--- src/verilog/mrp_pkg.sv ---
package mrp_pkg;
    // Interface select strap level that picks RMII
    localparam logic       IFACE_RMII      = 1'b1;
    localparam int         FIFO_DEPTH      = 16;
    // Receive word: err, symMsb, nibble[3:0]
    localparam int         WORD_W          = 6;
    localparam int         WORD_ERR        = 5;
    localparam int         WORD_SYM        = 4;
    // Start-of-frame delimiter byte
    localparam logic [7:0] SFD_BYTE        = 8'hAB;
    // Clock figures, Hz
    localparam int         SYS_CLK_HZ      = 40_000_000;
    localparam int         RXCLK_100_HZ    = 25_000_000;
    localparam int         RXCLK_10_HZ     = 2_500_000;
    // Half-period counts of the 10 Mb/s receive clock, derived and rounded down
    localparam int         HALF_10_CYC     = SYS_CLK_HZ / (2 * RXCLK_10_HZ);
    localparam logic [3:0] HALF_10         = 4'(HALF_10_CYC);
    localparam logic [3:0] HALF_100        = 4'h1;
    localparam logic [2:0] MODE_SYMBOL     = 3'h7;
    localparam logic [1:0] DIBIT_IDLE      = 2'h0;
    localparam logic [3:0] NIBBLE_IDLE     = 4'h0;
endpackage

--- src/verilog/mrp_strap_latch.sv ---
`timescale 1ns/1ps
module mrp_strap_latch (
    // Clock and reset
    input  wire logic       sys_clk,
    input  wire logic       arst_n,
    // Strap pins, raw
    input  wire logic [6:0] strapPins,
    // Captured values
    output logic      [6:0] strapVal,
    output logic            strapDone
);
    logic [6:0] sync1_q;
    logic [6:0] sync2_q;
    logic [6:0] val_q;
    logic       done_q;
    logic [1:0] settle_q;

    always_ff @(posedge sys_clk or negedge arst_n) begin
        if (!arst_n) begin
            sync1_q <= '0;
            sync2_q <= '0;
        end else begin
            sync1_q <= strapPins;
            sync2_q <= sync1_q;
        end
    end

    // Capture once after release, then hold until the next reset.
    // Two edges let the synchroniser fill first, so the capture never
    // takes its reset value for a strap level.
    always_ff @(posedge sys_clk or negedge arst_n) begin
        if (!arst_n) begin
            settle_q <= '0;
            val_q    <= '0;
            done_q   <= 1'b0;
        end else begin
            settle_q <= {settle_q[0], 1'b1};
            if (settle_q[1] && !done_q) begin
                val_q  <= sync2_q;
                done_q <= 1'b1;
            end
        end
    end

    assign strapVal  = val_q;
    assign strapDone = done_q;
endmodule // mrp_strap_latch

--- src/verilog/mrp_fifo.sv ---
`timescale 1ns/1ps
module mrp_fifo #(
    parameter int WIDTH = 6,
    parameter int DEPTH = 16
) (
    // Clock and reset
    input  wire logic             sys_clk,
    input  wire logic             arst_n,
    // Fill side
    input  wire logic             inValid,
    output logic                  inReady,
    input  wire logic [WIDTH-1:0] inData,
    // Drain side
    output logic                  outValid,
    input  wire logic             outReady,
    output logic      [WIDTH-1:0] outData
);
    localparam int AW = $clog2(DEPTH);
    logic [WIDTH-1:0] mem [DEPTH];
    logic [AW-1:0]    wrPtr_q;
    logic [AW-1:0]    rdPtr_q;
    logic [AW:0]      count_q;
    logic             push;
    logic             pop;

    assign inReady  = (count_q != (AW+1)'(DEPTH));
    assign outValid = (count_q != '0);
    assign push     = inValid && inReady;
    assign pop      = outValid && outReady;
    assign outData  = mem[rdPtr_q];

    always_ff @(posedge sys_clk) begin
        if (push) begin
            mem[wrPtr_q] <= inData;
        end
    end

    always_ff @(posedge sys_clk or negedge arst_n) begin
        if (!arst_n) begin
            wrPtr_q <= '0;
            rdPtr_q <= '0;
            count_q <= '0;
        end else begin
            if (push) begin
                wrPtr_q <= (wrPtr_q == AW'(DEPTH-1)) ? '0 : wrPtr_q + 1'b1;
            end
            if (pop) begin
                rdPtr_q <= (rdPtr_q == AW'(DEPTH-1)) ? '0 : rdPtr_q + 1'b1;
            end
            count_q <= count_q + (AW+1)'(push) - (AW+1)'(pop);
        end
    end
endmodule // mrp_fifo

--- src/verilog/mrp_rx_port.sv ---
// How it works
// - Nibbles go out on four data lines in MII, lowest two in RMII.
// - Data lines two and three are idle low in RMII.
// - Interface strap low selects MII, high selects RMII.
// - Management address is the three address straps together.
// - Default operating mode is the three mode straps together.
// - Receive error rises on any error in the current frame.
// - In MII, symbol mode drives the code-group MSB on the fifth data line.
// - Outside symbol mode the fifth data line is the error output.
// - MII sources a receive clock of 20 or 2.5 MHz per link speed.
// - Data valid only while decoded data sits on the lines.
// - MII collision output follows the detected collision.
// - RMII carrier/valid is high whenever the medium is not idle, except while own transmit is blocked in 10 Mb/s half duplex.
// - RMII 10 Mb/s holds data low until the delimiter byte arrives.
// - RMII 10 Mb/s half duplex never echoes own transmit data.
// - MII carrier sense follows the detected carrier.
// - Straps are captured at each reset and held until the next.
`timescale 1ns/1ps
module mrp_rx_port
    import mrp_pkg::*;
#(
    parameter int DEPTH = mrp_pkg::FIFO_DEPTH
) (
    // Clock and reset
    input  wire logic       sys_clk,
    input  wire logic       arst_n,
    // Strap pins
    input  wire logic       iface_select_strap,
    input  wire logic       mgmt_addr_strap_bit0,
    input  wire logic       mgmt_addr_strap_bit1,
    input  wire logic       mgmt_addr_strap_bit2,
    input  wire logic       opmode_strap_bit0,
    input  wire logic       opmode_strap_bit1,
    input  wire logic       opmode_strap_bit2,
    // Link state from the decoder
    input  wire logic       linkSpeed100,
    input  wire logic       fullDuplex,
    input  wire logic       symbolMode,
    input  wire logic       txActive,
    input  wire logic       mediumActive,
    input  wire logic       carrierDet,
    input  wire logic       collisionDet,
    // Decoded receive stream
    input  wire logic       decValid,
    output logic            decReady,
    input  wire logic [3:0] decNibble,
    input  wire logic       decSymMsb,
    input  wire logic       decErr,
    input  wire logic       decFrameEnd,
    // Management frame address check
    input  wire logic [2:0] mgmtFrameAddr,
    output logic            mgmtAddrHit,
    // Captured configuration
    output logic            rmiiMode,
    output logic [2:0]      mgmtAddr,
    output logic [2:0]      opMode,
    // Receive pins
    output logic            rxClk,
    output logic [3:0]      rxData,
    output logic            rx_symbol_msb,
    output logic            rxDataValid,
    output logic            carrierSense,
    output logic            collision,
    output logic            crsDataValid
);
    import mrp_pkg::*;

    // Strap word layout: {iface, mode[2:0], addr[2:0]}
    localparam int STRAP_IFACE = 6;
    localparam int MODE_LSB    = 3;
    localparam int ADDR_LSB    = 0;
    localparam int FIELD_W     = 3;

    // Delimiter hunt for RMII at 10 Mb/s
    typedef enum logic [0:0] {
        SFD_HUNT  = 1'b0,
        SFD_FOUND = 1'b1
    } mrp_sfd_e;

    // Last divider count of a half period at the given link speed
    function automatic logic [3:0] halfLast(input logic fast);
        logic [3:0] half;
        half = fast ? HALF_100 : HALF_10;
        return half - 4'h1;
    endfunction

    logic [6:0]        strapVal;
    logic              strapDone;
    logic [6:0]        syncIn_q;
    logic [6:0]        sync_q;
    logic              fifoValid;
    logic              fifoPop;
    logic [WORD_W-1:0] fifoWord;
    logic [WORD_W-1:0] inWord;
    logic              linkSpd;
    logic              linkFd;
    logic              symMode;
    logic              txAct;
    logic              medAct;
    logic              crsIn;
    logic              colIn;
    logic [3:0]        clkCnt_q;
    logic              rxClk_q;
    logic              clkFall;
    logic              frameErr_q;
    mrp_sfd_e          sfdState_q;
    logic              lowHalf_q;
    logic              slot;
    logic [3:0]        prevNib_q;
    logic [3:0]        rxData_q;
    logic              rxSym_q;
    logic              rxDv_q;
    logic              crs_q;
    logic              col_q;
    logic              crsDv_q;
    logic              echoBlock;
    logic              hold10;

    mrp_strap_latch u_straps (
        .sys_clk   (sys_clk),
        .arst_n    (arst_n),
        .strapPins ({iface_select_strap,
                     opmode_strap_bit2, opmode_strap_bit1, opmode_strap_bit0,
                     mgmt_addr_strap_bit2, mgmt_addr_strap_bit1,
                     mgmt_addr_strap_bit0}),
        .strapVal  (strapVal),
        .strapDone (strapDone)
    );

    assign rmiiMode = (strapVal[STRAP_IFACE] == IFACE_RMII);
    assign mgmtAddr = strapVal[ADDR_LSB +: FIELD_W];
    assign opMode   = strapVal[MODE_LSB +: FIELD_W];
    // No hit before capture: the address is not known until then
    assign mgmtAddrHit = strapDone && (mgmtFrameAddr == mgmtAddr);

    // Status levels come from the analog side, so synchronise them
    always_ff @(posedge sys_clk or negedge arst_n) begin
        if (!arst_n) begin
            syncIn_q <= '0;
            sync_q   <= '0;
        end else begin
            syncIn_q <= {linkSpeed100, fullDuplex, symbolMode, txActive,
                         mediumActive, carrierDet, collisionDet};
            sync_q   <= syncIn_q;
        end
    end
    assign {linkSpd, linkFd, symMode, txAct, medAct, crsIn, colIn} = sync_q;

    // Word layout follows WORD_ERR and WORD_SYM of the package
    assign inWord = {decErr, decSymMsb, decNibble};

    // Sixteen words let the decoder burst ahead of the slower pins
    mrp_fifo #(
        .WIDTH (WORD_W),
        .DEPTH (DEPTH)
    ) u_fifo (
        .sys_clk  (sys_clk),
        .arst_n   (arst_n),
        .inValid  (decValid),
        .inReady  (decReady),
        .inData   (inWord),
        .outValid (fifoValid),
        .outReady (fifoPop),
        .outData  (fifoWord)
    );

    // Receive clock divider; output changes land on its falling edge
    always_ff @(posedge sys_clk or negedge arst_n) begin
        if (!arst_n) begin
            clkCnt_q <= '0;
            rxClk_q  <= 1'b0;
        end else if (clkCnt_q >= halfLast(linkSpd)) begin
            clkCnt_q <= '0;
            rxClk_q  <= ~rxClk_q;
        end else begin
            clkCnt_q <= clkCnt_q + 4'h1;
        end
    end
    // A count left past the end by a speed change wraps at once, so no
    // half period of the receive clock is ever stretched
    assign clkFall = rxClk_q && (clkCnt_q >= halfLast(linkSpd));
    // At 40 MHz the 100 Mb/s clock is 20 MHz: the nearest integer divide
    assign rxClk = rmiiMode ? 1'b0 : rxClk_q;

    // Own transmit is not echoed in RMII 10 Mb/s half duplex
    assign echoBlock = rmiiMode && !linkSpd && !linkFd && txAct;
    assign hold10    = rmiiMode && !linkSpd &&
                       (sfdState_q == SFD_HUNT);
    // A slot is one receive clock period. MII takes a nibble per slot;
    // RMII spends two slots on a word, bits [1:0] first, and pops after
    // the second. Echoed words are dropped one per slot.
    assign slot      = fifoValid && clkFall;
    assign fifoPop   = slot && (echoBlock || !rmiiMode || lowHalf_q);

    // Dibit phase for RMII; a quiet medium or an echo realigns to the
    // low half, so the next word always starts with bits [1:0]
    always_ff @(posedge sys_clk or negedge arst_n) begin
        if (!arst_n) begin
            lowHalf_q <= 1'b0;
        end else if (!medAct) begin
            lowHalf_q <= 1'b0;
        end else if (slot && rmiiMode) begin
            lowHalf_q <= echoBlock ? 1'b0 : ~lowHalf_q;
        end
    end

    // Delimiter hunt: the last nibble and the one now in the low half
    // form the byte, low nibble first
    always_ff @(posedge sys_clk or negedge arst_n) begin
        if (!arst_n) begin
            sfdState_q <= SFD_HUNT;
            prevNib_q  <= NIBBLE_IDLE;
        end else if (!medAct) begin
            sfdState_q <= SFD_HUNT;
        end else if (slot && rmiiMode && !lowHalf_q) begin
            prevNib_q <= fifoWord[3:0];
            case (sfdState_q)
                SFD_HUNT: begin
                    if ({fifoWord[3:0], prevNib_q} == SFD_BYTE) begin
                        sfdState_q <= SFD_FOUND;
                    end
                end
                SFD_FOUND: begin
                    sfdState_q <= SFD_FOUND;
                end
                default: begin
                    sfdState_q <= SFD_HUNT;
                end
            endcase
        end
    end

    // Error stays up for the rest of the frame once seen
    always_ff @(posedge sys_clk or negedge arst_n) begin
        if (!arst_n) begin
            frameErr_q <= 1'b0;
        end else if (fifoPop && fifoWord[WORD_ERR]) begin
            frameErr_q <= 1'b1;
        end else if (decFrameEnd || !medAct) begin
            frameErr_q <= 1'b0;
        end
    end

    // Line status pins move on the clock's fall like the data, so the
    // controller sees them settled at its rising edge
    always_ff @(posedge sys_clk or negedge arst_n) begin
        if (!arst_n) begin
            crs_q   <= 1'b0;
            col_q   <= 1'b0;
            crsDv_q <= 1'b0;
        end else if (clkFall) begin
            crs_q   <= !rmiiMode && crsIn;
            col_q   <= !rmiiMode && colIn;
            crsDv_q <= rmiiMode && medAct && !echoBlock;
        end
    end

    // Data pins, all registered; an empty slot shows idle lines
    always_ff @(posedge sys_clk or negedge arst_n) begin
        if (!arst_n) begin
            rxData_q <= NIBBLE_IDLE;
            rxSym_q  <= 1'b0;
            rxDv_q   <= 1'b0;
        end else if (clkFall) begin
            if (slot && !echoBlock) begin
                rxDv_q <= !hold10;
                if (!rmiiMode) begin
                    rxData_q <= fifoWord[3:0];
                end else if (hold10) begin
                    rxData_q <= NIBBLE_IDLE;
                end else if (lowHalf_q) begin
                    rxData_q <= {DIBIT_IDLE, fifoWord[3:2]};
                end else begin
                    rxData_q <= {DIBIT_IDLE, fifoWord[1:0]};
                end
                if (symMode && !rmiiMode) begin
                    rxSym_q <= fifoWord[WORD_SYM];
                end else begin
                    rxSym_q <= frameErr_q || fifoWord[WORD_ERR];
                end
            end else begin
                rxDv_q   <= 1'b0;
                rxData_q <= NIBBLE_IDLE;
                rxSym_q  <= symMode ? 1'b0 : frameErr_q;
            end
        end
    end

    // is the controller's concern; error is driven anyway outside symbol mode
    assign rxData        = rxData_q;
    assign rx_symbol_msb = rxSym_q;
    assign rxDataValid   = rxDv_q;
    assign carrierSense  = crs_q;
    assign collision     = col_q;
    assign crsDataValid  = crsDv_q;
endmodule // mrp_rx_port

--- config.mk ---
export PLATFORM = sky130hd
export DESIGN_NAME = mrp_rx_port
export DESIGN_NICKNAME = d
export VERILOG_FILES = /design/src/verilog/mrp_pkg.sv /design/src/verilog/mrp_strap_latch.sv /design/src/verilog/mrp_fifo.sv /design/src/verilog/mrp_rx_port.sv
export SDC_FILE = /design/constraint.sdc
export NUM_CORES = 1
export LEC_CHECK = 0
export BUFFER_PORTS_ARGS = -buffer_cell sky130_fd_sc_hd__buf_2
export CAP_MARGIN = 20
export CORE_UTILIZATION = 30
export DETAILED_ROUTE_END_ITERATION = 7
export PLACE_DENSITY = 0.5
export RECOVER_POWER = 100
export REMOVE_ABC_BUFFERS = 1
export SLEW_MARGIN = 20
export SYNTH_ARGS = -nofsm -noshare
export SYNTH_HDL_FRONTEND = slang
export SYNTH_HIERARCHICAL = 1
export SYNTH_SLANG_ARGS = --single-unit
--- constraint.sdc ---
create_clock -name sys_clk -period 9.5 [get_ports sys_clk]
set_clock_uncertainty 0.05 [all_clocks]
set_input_delay 0.475 -clock sys_clk [delete_from_list [all_inputs] [get_ports sys_clk]]
set_output_delay 0.475 -clock sys_clk [all_outputs]
set_load 0.005 [all_outputs]
==> results.toml <==
[critical_path]
r2r_start = "u_fifo/rdPtr_q[1]"
crit_family = "buffers and inverters"
worstPathCellList = "clkbuf_1 > mux4_2 > a22oi_1 > nand2_1 > nor2_1 > o21ai_0 > a31o_2 > mux2_2"
end_kind = "flop"
slowest_delay_ps = 1530
worstPathArrival_ps = 4170
crit_required_ps = 9760
r2r_cells = 8
cpMaxStageDelayCell = "clkbuf_1"
cp_max_fo = 24
r2r-end = "rx_symbol_msb"
path_buf_inv = 1
reg2reg_setup_slack_ps = 5590
criticalPathCategory = "flop to flop"
cp-start-kind = "flop"

[synthesis]
synthDistinctLibCells = 59
synthCells = 381
ys_seq_area_share_pct = 70.2
synth-seq-cells = 168
avgSynthCellArea_um2 = 17.5
synth_warnings = 6
synth_edf_count = 96
ys.flop_type = "edfxtp_1"
async_flop_share_pct = 42.9
syn_area_um2 = 6670

[global_route]
grt_pass1_wl_um = 20300
antenna_found_initial = 0
grt_max_degree = 73
grt_pass1_vias = 3533
overflow = 0
grt_use_total_pct = 12.4

[floorplanning]
initial_core_util_pct = 30.6
ios = 46
design.core.area_um2 = 21800
dieHeight_um = 151
rows = 54
dieArea_um2 = 22800
die_w_um = 151

[sta]
worstMarginPinSlew_ps = 3900
clock.fmax_ghz = 0.256
hold_viol = 0
min_period_ps = 3910
final-setup-viol-count = 0
fin_setup_tns_ps = 0
post-route-period-util_pct = 41.1
drv_slew = 98
rsz0062_at_grt = "false"
setup_slack_ps = 5590
slew_headroom_pct = -160

[flow_run]
drv_cap = 2

[cells_and_area]
final_common_cell = "edfxtp_1"
mostFrequentLayoutCells = "edfxtp_1 (96), dfrtp_1 (72), clkbuf_1 (26)"
layout.nets = 479
drive_gt1_share_pct = 21.8
area_delta_synth_final_pct = 15.3
nFillCells = 2068
finalCoreUtilization_pct = 35.3
insertedDiodeCount = 0

[power_and_ir_drop]
peakVddDrop_v = 0.000134
power_density_nw_per_um2 = 292
power.leakage_uw = 0.00290

[detailed_routing]
ant_nets = 0
first_iter_violations = 248
vias_per_cell = 4.61
route.detailed.drc = 0
routedWlPerCell_um = 17.9
dr.pass1.iters = 4
totalWireLength_um = 13000
vias = 3360

[hold_path]
hold-path-endpoint = "u_straps/sync1_q[1]"
hold_start = "mgmt_addr_strap_bit1"
worst_hold_path.num_cells = 1
hold_class = "input port to flop"

[placed_design]
dp_slack_ps = 6200
portBuffers = 45
dp_hpwl_um = 8560
gp_congestion = 0.720

[clock_network]
root_buffer = "clkbuf_16"
cts.sinks = 168
cts_resized = 0
h-tree-depth = 4
hold_buffers = 0
cts_buffers = 17
cts_buffer_depth = 2
post-cts-setup-buffers = 0
clk_pin_slew_ps = 70
clock_latency_ps = 430
cts_tree = "done"

[outcome]
violations = "max-capacitance violations, max-slew violations"
status = "finished, violations left"
cell type report:
| class | count | area (µm²) | area share, % |
|---|---|---|---|
| Sequential cell | 168 | 4680 | 60.9 |
| Multi-Input combinational cell | 187 | 1820 | 23.6 |
| Clock buffer | 17 | 425 | 5.53 |
| Tap cell | 280 | 350 | 4.55 |
| Timing Repair Buffer | 47 | 205 | 2.67 |
| Clock inverter | 15 | 154 | 2.00 |
| Inverter | 15 | 56.3 | 0.732 |
cells by family after synthesis:
kind of cell	synth area share, %
DFF	70.2
and+or+nand+nor	6.88
muxes	12.3
AOI/OAI and AO/OA	4.11
buffers and inverters	1.93
adders and majority gates	3.11
xor gates and xnor gates	1.44
other	0.0562
per-stage QoR:
step	instances	total power [µW]	instance area (µm²)	hold slack (ps)
global route	729	2370	7690	61.9
global placement	697	1590	7190	283
CTS	729	2300	7770	71.3
floorplan	370	1390	6600	129
finish	729	2240	7690	95.5
detailed placement	697	1610	7190	285
flip-flops by register name (all words and copies together) (netlist names), 2 cells and up:
name / cells
syncIn_q: 7
sync_q: 7
u_straps/sync1_q: 7
u_fifo/count_q: 5
u_straps/strapVal: 7
prevNib_q: 4
rxData: 4
u_straps/settle_q: 2
u_fifo/mem: 96
clkCnt_q: 4
u_fifo/wrPtr_q: 4
u_fifo/rdPtr_q: 4
u_straps/sync2_q: 7
worst register-to-register path: stages (launching register included):
cell and delay [ps]:
dfrtp_1 400, clkbuf_1 1530, mux4_2 700, a22oi_1 280, nand2_1 150, nor2_1 120, o21ai_0 70, a31o_2 240
mux2_2 260
Yosys cell counts, types with 2 or more instances:
master / count / area [µm²]
and2_1: 14 / 87.6
clkbuf_1: 2 / 7.51
a21oi_1: 4 / 20.0
o21ai_1: 4 / 20.0
dfrtp_1: 72 / 1800
o21ai_0: 2 / 10.0
mux4_2: 24 / 541
a32o_1: 2 / 20.0
nand4_1: 3 / 18.8
a21o_1: 2 / 15.0
mux2_4: 9 / 135
and3_1: 7 / 43.8
nor2_1: 7 / 26.3
mux2_2: 10 / 113
nor3_1: 3 / 15.0
nand3b_1: 2 / 15.0
ha_1: 15 / 188
buf_2: 4 / 20.0
xnor2_1: 7 / 61.3
mux2i_1: 2 / 20.0
a22oi_1: 12 / 90.1
nand2_1: 12 / 45.0
nand2b_1: 2 / 12.5
edfxtp_1: 96 / 2880
nor2b_1: 8 / 50.1
o2bb2ai_1: 2 / 17.5
buf_6: 3 / 33.8
nand3_1: 4 / 20.0
inv_1: 14 / 52.6
xor2_1: 4 / 35.0
worst max path at each step:
stage                           start                  end  slack, ps  cells after the start
floorplan                   sync_q[6]    u_fifo/count_q[4]       6580                     14
global placement            sync_q[6]    u_fifo/count_q[4]       6400                     14
detailed placement          sync_q[6]    u_fifo/count_q[4]       6200                     14
CTS                         sync_q[6]    u_fifo/count_q[4]       6180                     14
global route                   arst_n  u_straps/sync1_q[3]       5000                      1
finish              u_fifo/rdPtr_q[1]        rx_symbol_msb       5590                      8
per-layer routing:
| metal | wire length (µm) | up-vias | GRT usage [%] |
|---|---|---|---|
| li1 | - | 1556 | - |
| met1 | 6030 | 1746 | 16.0 |
| met2 | 6470 | 42 | 19.8 |
| met5 | 0 | - | 0 |
| met4 | 190 | 0 | 4.80 |
| met3 | 330 | 16 | 3.43 |
power breakdown:
| part | total, µW | internal (µW) | switching [µW] | leakage [µW] |
|---|---|---|---|---|
| combinational | 600 | 275 | 324 | 0.000873 |
| sequential | 961 | 886 | 74.4 | 0.00174 |
| clock | 683 | 373 | 310 | 0.000287 |
(Power assumes the default switching activity.)
